==> src/dds_regs.svh <==
// Purpose: constants shared by both ends of the waveform core link
// Assumes: 100 MHz clk_sys on both ends
// Notes:   field positions refer to the 16-bit serial word
`ifndef DDS_REGS_SVH
`define DDS_REGS_SVH

`define DDS_WORD_BITS       16
`define DDS_ACC_BITS        28
`define DDS_PHASE_BITS      12
`define DDS_DAC_BITS        10
`define DDS_MIDSCALE        10'h200
`define DDS_CLK_MHZ         100
`define DDS_LATENCY_CYCLES  7
`define DDS_FIXED_STAGES    4
`define DDS_DELAY_STAGES    (`DDS_LATENCY_CYCLES - `DDS_FIXED_STAGES)

// word kind in bits 15:14
`define DDS_KIND_CTRL       2'h0
`define DDS_KIND_FREQ_A     2'h1
`define DDS_KIND_FREQ_B     2'h2
`define DDS_KIND_PHASE      2'h3
`define DDS_PHASE_SEL_BIT   13

// control word bits
`define DDS_CTL_PAIR        13
`define DDS_CTL_HIGH_HALF   12
`define DDS_CTL_FREQ_SEL    11
`define DDS_CTL_PHASE_SEL   10
`define DDS_CTL_RESET       8
`define DDS_CTL_MODE        1
`define DDS_CTL_RESET_VAL   14'h0000

// host apb map
`define DDS_APB_DATA        12'h000
`define DDS_APB_STATUS      12'h004
`define DDS_APB_DIV         12'h008
`define DDS_DIV_RESET       16'h0004
`define DDS_DIV_MIN         16'h0002

`endif

==> src/dds_pkg.sv <==
// Purpose: types shared by both ends of the waveform core link
// Assumes: nothing
// Notes:   constants live in dds_regs.svh
`default_nettype none
package dds_pkg;
   typedef logic [15:0] dds_word_t;
   typedef enum {HOST_IDLE, HOST_SETUP, HOST_SHIFT, HOST_END} dds_host_state_t;
endpackage : dds_pkg
`default_nettype wire

==> src/dds_link_if.sv <==
// Purpose: three-wire serial link between host and waveform core
// Assumes: host drives all three wires
// Notes:   serial clock is a plain signal here, not a clock domain
`timescale 1ns/10ps
`default_nettype none
interface dds_link_if;
   logic serialClk;
   logic frameSyncN;
   logic serialDataIn;
   modport host   (output serialClk, output frameSyncN, output serialDataIn);
   modport device (input serialClk, input frameSyncN, input serialDataIn);
endinterface : dds_link_if
`default_nettype wire

==> src/dds_device_end.sv <==
// Purpose: waveform core: serial word intake, phase oscillator, sine stage
// Assumes: link pins are asynchronous to clk_sys and slow against it
// Notes:   sine stage is a parabolic approximation, no stored table
//
// Behaviour
// - 28-bit accumulator adds selected word, wraps
// - output frequency is word times clock over 2^28
// - frequency select bit picks word a or b
// - switching word never touches accumulator
// - add selected 12-bit offset to top bits
// - two offset registers, step is 1/4096 cycle
// - truncate phase sum to upper 12 bits
// - sine stage maps 12-bit address to 10-bit code
// - mode bit D1 enables or bypasses sine
// - 16 bits per word on serial clock falls
// - accept data only while frame sync low
// - host raises frame sync only after 16th fall
// - serial clock high when frame sync falls
// - reset bit clears datapath, output at midscale
// - reset bit leaves word and control registers
// - host resets core after power-up
// - host holds reset bit while loading registers
// - output follows reset release in 7-8 cycles
// - output follows register load in 7-8 cycles
// - top bits 00 means control word write
// - control bits except mode take effect later
//
// The APB register port and the register addresses were decided locally.
`timescale 1ns/10ps
`default_nettype none
`include "dds_regs.svh"

module dds_device_end #(
   parameter int ACC_BITS   = `DDS_ACC_BITS,
   parameter int DELAY_STGS = `DDS_DELAY_STAGES
) (
   // system
   input  wire logic                     clk_sys,
   input  wire logic                     rst,
   // serial link
   dds_link_if.device                    link,
   // converter side
   output logic [`DDS_DAC_BITS-1:0]      dacCode,
   output logic                          wordStrobe
);

   localparam int SCK = 0;
   localparam int FS  = 1;
   localparam int SD  = 2;

   logic [2:0]                   pinSync1_reg;
   logic [2:0]                   pinSync2_reg;
   logic                         sclkLast_reg;
   logic                         sclkFall;
   logic [3:0]                   bitCount_reg;
   dds_pkg::dds_word_t           shift_reg;
   dds_pkg::dds_word_t           word_reg;
   logic                         wordValid_reg;
   logic [13:0]                  ctrlStage_reg;
   logic                         ctrlLoad_reg;
   logic                         ctrlPair_reg;
   logic                         ctrlHighHalf_reg;
   logic                         freqWordSelect_reg;
   logic                         phaseWordSelect_reg;
   logic                         ctrlReset_reg;
   logic                         modeBypass_reg;
   logic [ACC_BITS-1:0]          freqWord_reg [2];
   logic [13:0]                  lowHold_reg;
   logic                         lowHeld_reg;
   logic [`DDS_PHASE_BITS-1:0]   phaseOffset_reg [2];
   logic [ACC_BITS-1:0]          phaseAcc_reg;
   logic [`DDS_PHASE_BITS-1:0]   phaseSum_reg;
   logic [`DDS_PHASE_BITS-1:0]   phaseOffSel_reg;
   logic                         romHold_reg;
   logic [`DDS_DAC_BITS-1:0]     romCode_reg;
   logic [`DDS_DAC_BITS-1:0]     delay_reg [DELAY_STGS+1];
   logic                         freqIdx;

   // parabolic half-wave approximation of sine, offset binary
   function automatic logic [`DDS_DAC_BITS-1:0] sineCode(input logic [11:0] addr);
      logic [10:0] x;
      logic [11:0] rest;
      logic [22:0] prod;
      logic [9:0]  amp;
      logic [9:0]  ampPos;
      x      = addr[10:0];
      rest   = 12'h800 - {1'b0, x};
      prod   = 23'(x) * 23'(rest);
      amp    = prod[20:11];
      ampPos = (amp > 10'h1ff) ? 10'h1ff : amp;
      sineCode = addr[11] ? (`DDS_MIDSCALE - amp) : (`DDS_MIDSCALE + ampPos);
   endfunction : sineCode

   // pin synchronisers
   always_ff @(posedge clk_sys or posedge rst) begin
      if (rst) begin
         pinSync1_reg <= 3'h3;
         pinSync2_reg <= 3'h3;
         sclkLast_reg <= 1'b1;
      end else begin
         pinSync1_reg <= {link.serialDataIn, link.frameSyncN, link.serialClk};
         pinSync2_reg <= pinSync1_reg;
         sclkLast_reg <= pinSync2_reg[SCK];
      end
   end

   assign sclkFall = sclkLast_reg & ~pinSync2_reg[SCK];

   // word assembly on serial clock falls
   always_ff @(posedge clk_sys or posedge rst) begin
      if (rst) begin
         bitCount_reg  <= 4'h0;
         shift_reg     <= 16'h0000;
         word_reg      <= 16'h0000;
         wordValid_reg <= 1'b0;
      end else begin
         wordValid_reg <= 1'b0;
         if (pinSync2_reg[FS]) begin
            bitCount_reg <= 4'h0;
         end else if (sclkFall) begin
            shift_reg    <= {shift_reg[14:0], pinSync2_reg[SD]};
            bitCount_reg <= bitCount_reg + 4'h1;
            if (bitCount_reg == 4'hf) begin
               word_reg      <= {shift_reg[14:0], pinSync2_reg[SD]};
               wordValid_reg <= 1'b1;
            end
         end
      end
   end

   always_ff @(posedge clk_sys or posedge rst) begin
      if (rst) begin
         wordStrobe <= 1'b0;
      end else begin
         wordStrobe <= wordValid_reg;
      end
   end

   // control word: mode at once, the rest one cycle later
   always_ff @(posedge clk_sys or posedge rst) begin
      if (rst) begin
         ctrlStage_reg  <= `DDS_CTL_RESET_VAL;
         ctrlLoad_reg   <= 1'b0;
         modeBypass_reg <= 1'b0;
      end else begin
         ctrlLoad_reg <= 1'b0;
         if (wordValid_reg && word_reg[15:14] == `DDS_KIND_CTRL) begin
            ctrlStage_reg  <= word_reg[13:0];
            ctrlLoad_reg   <= 1'b1;
            modeBypass_reg <= word_reg[`DDS_CTL_MODE];
         end
      end
   end

   always_ff @(posedge clk_sys or posedge rst) begin
      if (rst) begin
         ctrlPair_reg        <= 1'b0;
         ctrlHighHalf_reg    <= 1'b0;
         freqWordSelect_reg  <= 1'b0;
         phaseWordSelect_reg <= 1'b0;
         ctrlReset_reg       <= 1'b0;
      end else if (ctrlLoad_reg) begin
         ctrlPair_reg        <= ctrlStage_reg[`DDS_CTL_PAIR];
         ctrlHighHalf_reg    <= ctrlStage_reg[`DDS_CTL_HIGH_HALF];
         freqWordSelect_reg  <= ctrlStage_reg[`DDS_CTL_FREQ_SEL];
         phaseWordSelect_reg <= ctrlStage_reg[`DDS_CTL_PHASE_SEL];
         ctrlReset_reg       <= ctrlStage_reg[`DDS_CTL_RESET];
      end
   end

   assign freqIdx = (word_reg[15:14] == `DDS_KIND_FREQ_B);

   // frequency words, paired or by half
   always_ff @(posedge clk_sys or posedge rst) begin
      if (rst) begin
         freqWord_reg[0] <= '0;
         freqWord_reg[1] <= '0;
         lowHold_reg     <= 14'h0000;
         lowHeld_reg     <= 1'b0;
      end else if (wordValid_reg && (word_reg[15:14] == `DDS_KIND_FREQ_A ||
                                     word_reg[15:14] == `DDS_KIND_FREQ_B)) begin
         if (ctrlPair_reg) begin
            if (!lowHeld_reg) begin
               lowHold_reg <= word_reg[13:0];
               lowHeld_reg <= 1'b1;
            end else begin
               freqWord_reg[freqIdx] <= {word_reg[13:0], lowHold_reg};
               lowHeld_reg           <= 1'b0;
            end
         end else if (ctrlHighHalf_reg) begin
            freqWord_reg[freqIdx][27:14] <= word_reg[13:0];
         end else begin
            freqWord_reg[freqIdx][13:0] <= word_reg[13:0];
         end
      end
   end

   // phase offsets, one step is 1/4096 of a period
   always_ff @(posedge clk_sys or posedge rst) begin
      if (rst) begin
         phaseOffset_reg[0] <= '0;
         phaseOffset_reg[1] <= '0;
      end else if (wordValid_reg && word_reg[15:14] == `DDS_KIND_PHASE) begin
         phaseOffset_reg[word_reg[`DDS_PHASE_SEL_BIT]] <= word_reg[11:0];
      end
   end

   // phase oscillator; fout = word * fclk / 2^28
   always_ff @(posedge clk_sys or posedge rst) begin
      if (rst) begin
         phaseAcc_reg <= '0;
      end else if (ctrlReset_reg) begin
         phaseAcc_reg <= '0;
      end else begin
         phaseAcc_reg <= phaseAcc_reg + freqWord_reg[freqWordSelect_reg];
      end
   end

   // offset staged once so phase loads see the same latency as frequency loads
   always_ff @(posedge clk_sys or posedge rst) begin
      if (rst) begin
         phaseOffSel_reg <= '0;
         phaseSum_reg    <= '0;
      end else begin
         phaseOffSel_reg <= phaseOffset_reg[phaseWordSelect_reg];
         if (ctrlReset_reg) begin
            phaseSum_reg <= '0;
         end else begin
            phaseSum_reg <= phaseAcc_reg[ACC_BITS-1 -: `DDS_PHASE_BITS]
                            + phaseOffSel_reg;
         end
      end
   end

   always_ff @(posedge clk_sys or posedge rst) begin
      if (rst) begin
         romHold_reg <= 1'b0;
         romCode_reg <= `DDS_MIDSCALE;
      end else begin
         romHold_reg <= ctrlReset_reg;
         if (ctrlReset_reg || romHold_reg) begin
            romCode_reg <= `DDS_MIDSCALE;
         end else if (modeBypass_reg) begin
            romCode_reg <= phaseSum_reg[11:2];
         end else begin
            romCode_reg <= sineCode(phaseSum_reg);
         end
      end
   end

   // output delay line sets the 7-cycle load-to-output latency
   assign delay_reg[0] = romCode_reg;
   for (genvar i = 1; i <= DELAY_STGS; i++) begin : g_delay
      always_ff @(posedge clk_sys or posedge rst) begin
         if (rst) begin
            delay_reg[i] <= `DDS_MIDSCALE;
         end else begin
            delay_reg[i] <= delay_reg[i-1];
         end
      end
   end

   always_ff @(posedge clk_sys or posedge rst) begin
      if (rst) begin
         dacCode <= `DDS_MIDSCALE;
      end else begin
         dacCode <= delay_reg[DELAY_STGS];
      end
   end

endmodule : dds_device_end
`default_nettype wire

==> src/flat_wrapper.sv <==
// flat-port wrapper written by rule: the top's interface ports become plain ports
module dds_device_end_flat 
#(
   parameter int ACC_BITS   = `DDS_ACC_BITS,
   parameter int DELAY_STGS = `DDS_DELAY_STAGES
)
  (clk_sys, rst, dacCode, wordStrobe, link_serialClk, link_frameSyncN, link_serialDataIn);
  dds_link_if link_i ();
  input  wire logic clk_sys;
  input  wire logic rst;
  output logic [`DDS_DAC_BITS-1:0] dacCode;
  output logic wordStrobe;
  input wire logic [$bits(link_i.serialClk)-1:0] link_serialClk;
  input wire logic [$bits(link_i.frameSyncN)-1:0] link_frameSyncN;
  input wire logic [$bits(link_i.serialDataIn)-1:0] link_serialDataIn;
  assign link_i.serialClk = link_serialClk;
  assign link_i.frameSyncN = link_frameSyncN;
  assign link_i.serialDataIn = link_serialDataIn;
  dds_device_end #(.ACC_BITS(ACC_BITS), .DELAY_STGS(DELAY_STGS)) u_core (.clk_sys(clk_sys), .rst(rst), .link(link_i), .dacCode(dacCode), .wordStrobe(wordStrobe));
endmodule
==> config.mk <==
export PLATFORM = sky130hd
export DESIGN_NAME = dds_device_end_flat
export DESIGN_NICKNAME = d
export VERILOG_FILES = /design/src/dds_pkg.sv /design/src/dds_link_if.sv /design/src/dds_device_end.sv /design/src/flat_wrapper.sv
export VERILOG_INCLUDE_DIRS = /design/src
export SDC_FILE = /design/constraint.sdc
export NUM_CORES = 1
export LEC_CHECK = 0
export BUFFER_PORTS_ARGS = -buffer_cell sky130_fd_sc_hd__buf_2
export CORE_MARGIN = 2
export CORE_UTILIZATION = 45
export CTS_BUF_LIST = sky130_fd_sc_hd__clkbuf_8
export DETAILED_ROUTE_END_ITERATION = 8
export PLACE_DENSITY = 0.7
export SETUP_SLACK_MARGIN = 0.4
export SYNTH_ARGS = -nofsm -noshare
export SYNTH_HDL_FRONTEND = slang
export SYNTH_SLANG_ARGS = --single-unit
==> constraint.sdc <==
create_clock -name clk_sys -period 9.23 [get_ports clk_sys]
set_input_delay 1.846 -clock clk_sys [delete_from_list [all_inputs] [get_ports clk_sys]]
set_output_delay 1.846 -clock clk_sys [all_outputs]
set_load 0.005 [all_outputs]
* Word-level counts from Yosys, hierarchy flattened
Cells that the tools add are included.
** Storage, ports and cells
- Bits in registers :: 263
- Input port bits :: 5
- Output and inout bits :: 11
- Word-level logic and storage cells :: 106
** Cells by class
- Add/subtract/negate cells :: 6
- $mul :: 1
- Order comparisons :: 7
- Equal/unequal tests :: 5
- Mux-type cells :: 34
- Bitwise gates (word level) :: 8
- Reductions and logical operators :: 14
** Operator list (number)
- bitwise mux 56 bit :: 3
- two-way mux 28 bit :: 6
- two-way mux 56 bit :: 3
- demux 28 bit (select 1 bit) :: 3
- two-way mux 12 bit :: 5
- two-way mux 10 bit :: 4
- adder 28 bit :: 1
- bitwise mux 24 bit :: 1
- multiplier 11 x 12 -> 21 bit :: 1
- two-way mux 14 bit :: 1
- adder 12 bit :: 1
- demux 12 bit (select 1 bit) :: 1
- subtractor 12 x 11 -> 12 bit (first input constant) :: 1
- adder 10 bit (first input constant) :: 1
- > comparator 10 x 9 -> 1 bit (second input constant) :: 1
- subtractor 10 bit (first input constant) :: 1
- >= comparator 2 bit (second input constant) :: 4
- two-way mux 4 bit :: 2
- inverter 1 -> 2 bit :: 4
- AND reduction 2 bit :: 3
- AND reduction 3 bit :: 2
- logical AND 1 bit :: 5
- two-way mux 1 bit :: 5
- adder 4 x 1 -> 4 bit (second input constant) :: 1
- other kinds (10) :: 15

* Depth between registers and ports, before layout
- Depth after elaboration :: 9
- Gate-level depth with buffers :: 32
- Mapped depth without buffers :: 29

* Worst setup path before layout
OpenSTA, ideal clock, no wires.
- Path type :: register to register
- Start point :: register u_core.phaseSum_reg[0]
- End point :: register u_core.romCode_reg[6] (netlist name)
- Arrival time :: 7.088 ns
- Required time :: 9.080 ns
- Setup slack :: 1.991 ns
- Cell stages (with the launch flop) :: 32
- Path buffers :: 3
- Period minus slack after synthesis :: 7.239 ns
- Path through :: dfrtp_1 -> clkbuf_1 -> inv_1 -> clkbuf_1 -> ha_1 -> inv_1 -> nor3_1 -> ha_1 -> clkbuf_1 -> nor2_1 -> fa_1 -> inv_1 -> fa_1 -> inv_1 -> fa_1 -> fa_1 -> inv_1 -> fa_1 -> inv_1 -> ha_1 -> a21oi_1 -> nand2_1 -> o21ba_2 -> xor2_1 -> ha_1 -> inv_1 -> a2111oi_4 -> o221ai_1 -> o311a_1 -> a31oi_1 -> xor2_1 -> a221oi_2
** Between the ends
- Word-level cells in the longest chain between the ends :: 8
- Elaborated cells on any way between the ends :: 9
** RTL lines
- start, declared :: line dds_device_end.sv:72 : logic [`DDS_PHASE_BITS-1:0] phaseSum_reg;
- start signal, assigned :: line dds_device_end.sv:229 : phaseSum_reg <= phaseAcc_reg[ACC_BITS-1 -: `DDS_PHASE_BITS]
- subtractor 12 x 11 -> 12 bit :: line dds_device_end.sv:87 : rest = 12'h800 - {1'b0, x};
- multiplier 11 x 12 -> 21 bit * :: line dds_device_end.sv:88 : prod = 23'(x) * 23'(rest);
- > comparator 10 x 9 -> 1 bit :: line dds_device_end.sv:90 : ampPos = (amp > 10'h1ff) ? 10'h1ff : amp;
- two-way mux 10 bit :: line dds_device_end.sv:90
- adder 10 bit (no line)
- two-way mux 10 bit * :: line dds_device_end.sv:91 : sineCode = addr[11] ? (`DDS_MIDSCALE - amp) : (`DDS_MIDSCALE + ampPos);
- two-way mux 10 bit * :: line dds_device_end.sv:243 : end else if (modeBypass_reg) begin
- two-way mux 10 bit * :: line dds_device_end.sv:241 : if (ctrlReset_reg || romHold_reg) begin
Every way passes the cells marked *; elsewhere a longest branch is shown, timed or not.
A chain may end at the register's enable or synchronous reset.

* Worst setup path in the final report
- Start point :: register u_core.phaseSum_reg[3]
- End point :: register u_core.romCode_reg[6] (netlist name)
** Between the ends
- Word-level cells in the longest chain between the ends :: 8
- Elaborated cells on any way between the ends :: 9
** RTL lines (line)
- subtractor 12 x 11 -> 12 bit :: dds_device_end.sv:87
- multiplier 11 x 12 -> 21 bit * :: dds_device_end.sv:88
- > comparator 10 x 9 -> 1 bit :: dds_device_end.sv:90
- two-way mux 10 bit :: dds_device_end.sv:90
- adder 10 bit (no line)
- two-way mux 10 bit * :: dds_device_end.sv:91
- two-way mux 10 bit * :: dds_device_end.sv:243
- two-way mux 10 bit * :: dds_device_end.sv:241
Marks and branches as above.

==> flow_metrics.env <==
export IMPL_status="completed"
export IMPL_place_congestion=0.898
export IMPL_combPwrFrac_pct=3.3
export IMPL_nets=1576
export IMPL_ctsHtreeMaxLevel=2
export IMPL_rows=67
export IMPL_grt_max_degree=121
export IMPL_criticalPathCategory="reg -> reg"
export IMPL_diodes=0
export IMPL_fillerInstances=2927
export IMPL_root_buffer="clkbuf_8"
export IMPL_num_io_pins=16
export IMPL_peakVddDrop_mv=0.126
export IMPL_dieArea_um2=35400
export IMPL_seq_area_um2=6370
export IMPL_end_kind="flip-flop"
export IMPL_cp_start_kind="flip-flop"
export IMPL_synth_area_top_cells="dfrtp_1, fa_1, mux2_2"
export IMPL_skew_ns=0.0410
export IMPL_multi_input_area_um2=8230
export IMPL_crit_arrival_ns=8.15
export IMPL_power_frac_clock_pct=43.2
export IMPL_drive_gt1_share_pct=18.9
export IMPL_cts_hold_buffers_added=0
export IMPL_clock_latency_ns=0.57
export IMPL_drt_initial_drc_count=569
export IMPL_avgRoutedWirePerCell_um=16.2
export IMPL_cts_sinks=254
export IMPL_routed_wl_um=30100
export IMPL_yosysMostFrequentCell="dfrtp_1"
export IMPL_syn_to_final_growth_pct=8.79
export IMPL_post_dp_cell_area_um2=15800
export IMPL_vias_per_cell=5.25
export IMPL_power_density_nw_per_um2=130
export IMPL_clk_pin_slew_ns=0.06
export IMPL_rsz0062_at_grt="false"
export IMPL_power_mw=2.16
export IMPL_track_usage_pct=17.8
export IMPL_worst_slack_ns=1.55
export IMPL_hold_ws_ns=0.336
export IMPL_vias=9727
export IMPL_final_util_pct=49.6
export IMPL_synth_avg_cell_area_um2=11.3
export IMPL_cts_resized=0
export IMPL_switchingPower_mw=0.496
export IMPL_ys_seq_elements=254
export IMPL_ys_async_sr_fraction_pct=100
export IMPL_cts_tree="built"
export IMPL_die_w_um=188
export IMPL_p_seq_share_pct=53.5
export IMPL_min_path_type="reg -> reg"
export IMPL_tns_ns=0
export IMPL_cts_buffer_depth=3
export IMPL_io_buffers=15
export IMPL_synth_cell_type_count=70
export IMPL_worstPathRequired_ns=9.69
export IMPL_fmax_mhz=130
export IMPL_dpl_cell_count=1783
export IMPL_path_max_fanout=16
export IMPL_drv_cap=0
export IMPL_core_area_um2=33400
export IMPL_fin_area_um2=16600
export IMPL_period_minus_slack_ns=7.68
export IMPL_power_leakage_nw=8.41
export IMPL_synth_area_leader_cell="dfrtp_1"
export IMPL_drt_pass1_iterations=5
export IMPL_grt_overflow=0
export IMPL_finalHoldViolCount=0
export IMPL_synth_edf_count=0
export IMPL_place_ws_ns=1.56
export IMPL_maxSlewHeadroom_pct=30.7
export IMPL_grt_antenna_before_repair=0
export IMPL_drc=0
export IMPL_first_global_vias=10110
export IMPL_fp_dieH_um=188
export IMPL_tightest_slew_ns=1.04
export IMPL_ys_seq_area_share_pct=41.7
export IMPL_yosys_most_used_dff="dfrtp_1"
export IMPL_swShare_pct=22.9
export IMPL_synth_cells=1356
export IMPL_synth_area_um2=15300
export IMPL_period_share_pct=83.3
export IMPL_synth_top_cell_area_share_pct=40.0
export IMPL_yosys_top_cells_count="dfrtp_1, mux2_2, nor2_1, inv_1, ha_1"
export IMPL_final_cells=1852
export IMPL_largest_reg_flops=56
export IMPL_yosys_warnings=0
export IMPL_ant_nets=0
export IMPL_intPower_mw=1.67
export IMPL_initial_core_util_pct=45.6
export IMPL_final_max_slew_violation_count=0
export IMPL_cts_made_buffers=40
export IMPL_finalSetupViolCount=0
export IMPL_cts_setup_buffers=0
export IMPL_grt_pass1_wl_um=50900
export IMPL_hpwl_um=21200
final timing paths:
kind | start | endpoint | slack, ns | depth (start not counted)
max | u_core.phaseSum_reg[3] | u_core.romCode_reg[6] | 1.55 | 26
min in group asynchronous | rst | u_core.phaseOffset_reg[22] | 1.43 | 2
min reg2reg | u_core.romCode_reg[8] | u_core.delay_reg[28] | 0.34 | 0
max in group asynchronous | rst | u_core.freqWord_reg[54] | 6.25 | 3
min | u_core.romCode_reg[8] | u_core.delay_reg[28] | 0.34 | 0
max reg2reg | u_core.phaseSum_reg[3] | u_core.romCode_reg[6] | 1.55 | 26
power by group through the flow:
stage / registers [mW] / clock network [mW] / logic (mW)
after CTS: 1.16 / 0.969 / 0.0734
after detailed placement: 1.18 / 0 / 0.0724
after global routing: 1.16 / 1.02 / 0.0816
after global placement: 1.18 / 0 / 0.0707
after floorplan: 1.17 / 0 / 0.0560
final: 1.16 / 0.935 / 0.0708
cells by family after synthesis:
logic type / share of synthesized area (%)
AO/OA/AOI/OAI: 9.65
XOR/XNOR: 3.38
adder cells (fa/ha/maj): 20.3
buffers and inverters: 4.61
flip-flops: 41.7
multiplexers: 10.9
other: 0.0492
AND/OR/NAND/NOR: 9.41
layer usage:
| metal | share of wire [%] | track usage [%] | up-vias |
|---|---|---|---|
| met5 | 0 | 0 | - |
| met4 | 3.2 | 6.69 | 0 |
| met3 | 4.1 | 2.86 | 68 |
| met2 | 49 | 29.5 | 212 |
| met1 | 44 | 23.5 | 4842 |
| li1 | - | - | 4605 |
placed cells by master (no fill, tap or decap), drive strengths merged, types with 8 or more instances in the layout:
| cell | n |
|---|---|
| dfrtp | 244 |
| mux2 | 145 |
| inv | 145 |
| nor2 | 141 |
| ha | 105 |
| fa | 89 |
| a21oi | 71 |
| nand2 | 56 |
| clkbuf | 51 |
| xnor2 | 33 |
| a22oi | 28 |
| nand2b | 26 |
| xor2 | 25 |
| buf | 24 |
| o21ai | 21 |
| a21o | 19 |
| nor3 | 18 |
| and2 | 13 |
| nand3 | 12 |
| dfstp | 10 |
| conb | 9 |
| o21bai | 9 |
| nor2b | 8 |
| o21a | 8 |
critical path: stages, from the launching register on:
cell and delay, ns:
dfrtp_1 0.57, or3_1 0.48, or4_1 0.46, nor2_1 0.11, ha_1 0.30, nand2b_1 0.20
fa_1 0.51, inv_1 0.05, fa_1 0.53, fa_1 0.44, fa_1 0.54, inv_1 0.05
fa_1 0.53, inv_1 0.04, ha_1 0.31, a21oi_1 0.21, nand2_1 0.07, o21ba_2 0.27
xor2_1 0.30, ha_1 0.26, inv_1 0.08, a2111oi_4 0.34, o221ai_1 0.15, o311a_1 0.30
a31oi_1 0.17, xor2_1 0.10, a221oi_2 0.23
cell type report:
cell class / instances / share of cell area [%]
Inverter: 134 / 3.07
Tap cell: 448 / 3.38
Multi-Input combinational cell: 923 / 49.6
Sequential cell: 254 / 38.4
Clock buffer: 51 / 4.23
Timing Repair Buffer: 24 / 0.859
Clock inverter: 18 / 0.528
No activity file was read; power rests on OpenSTA's default activity.
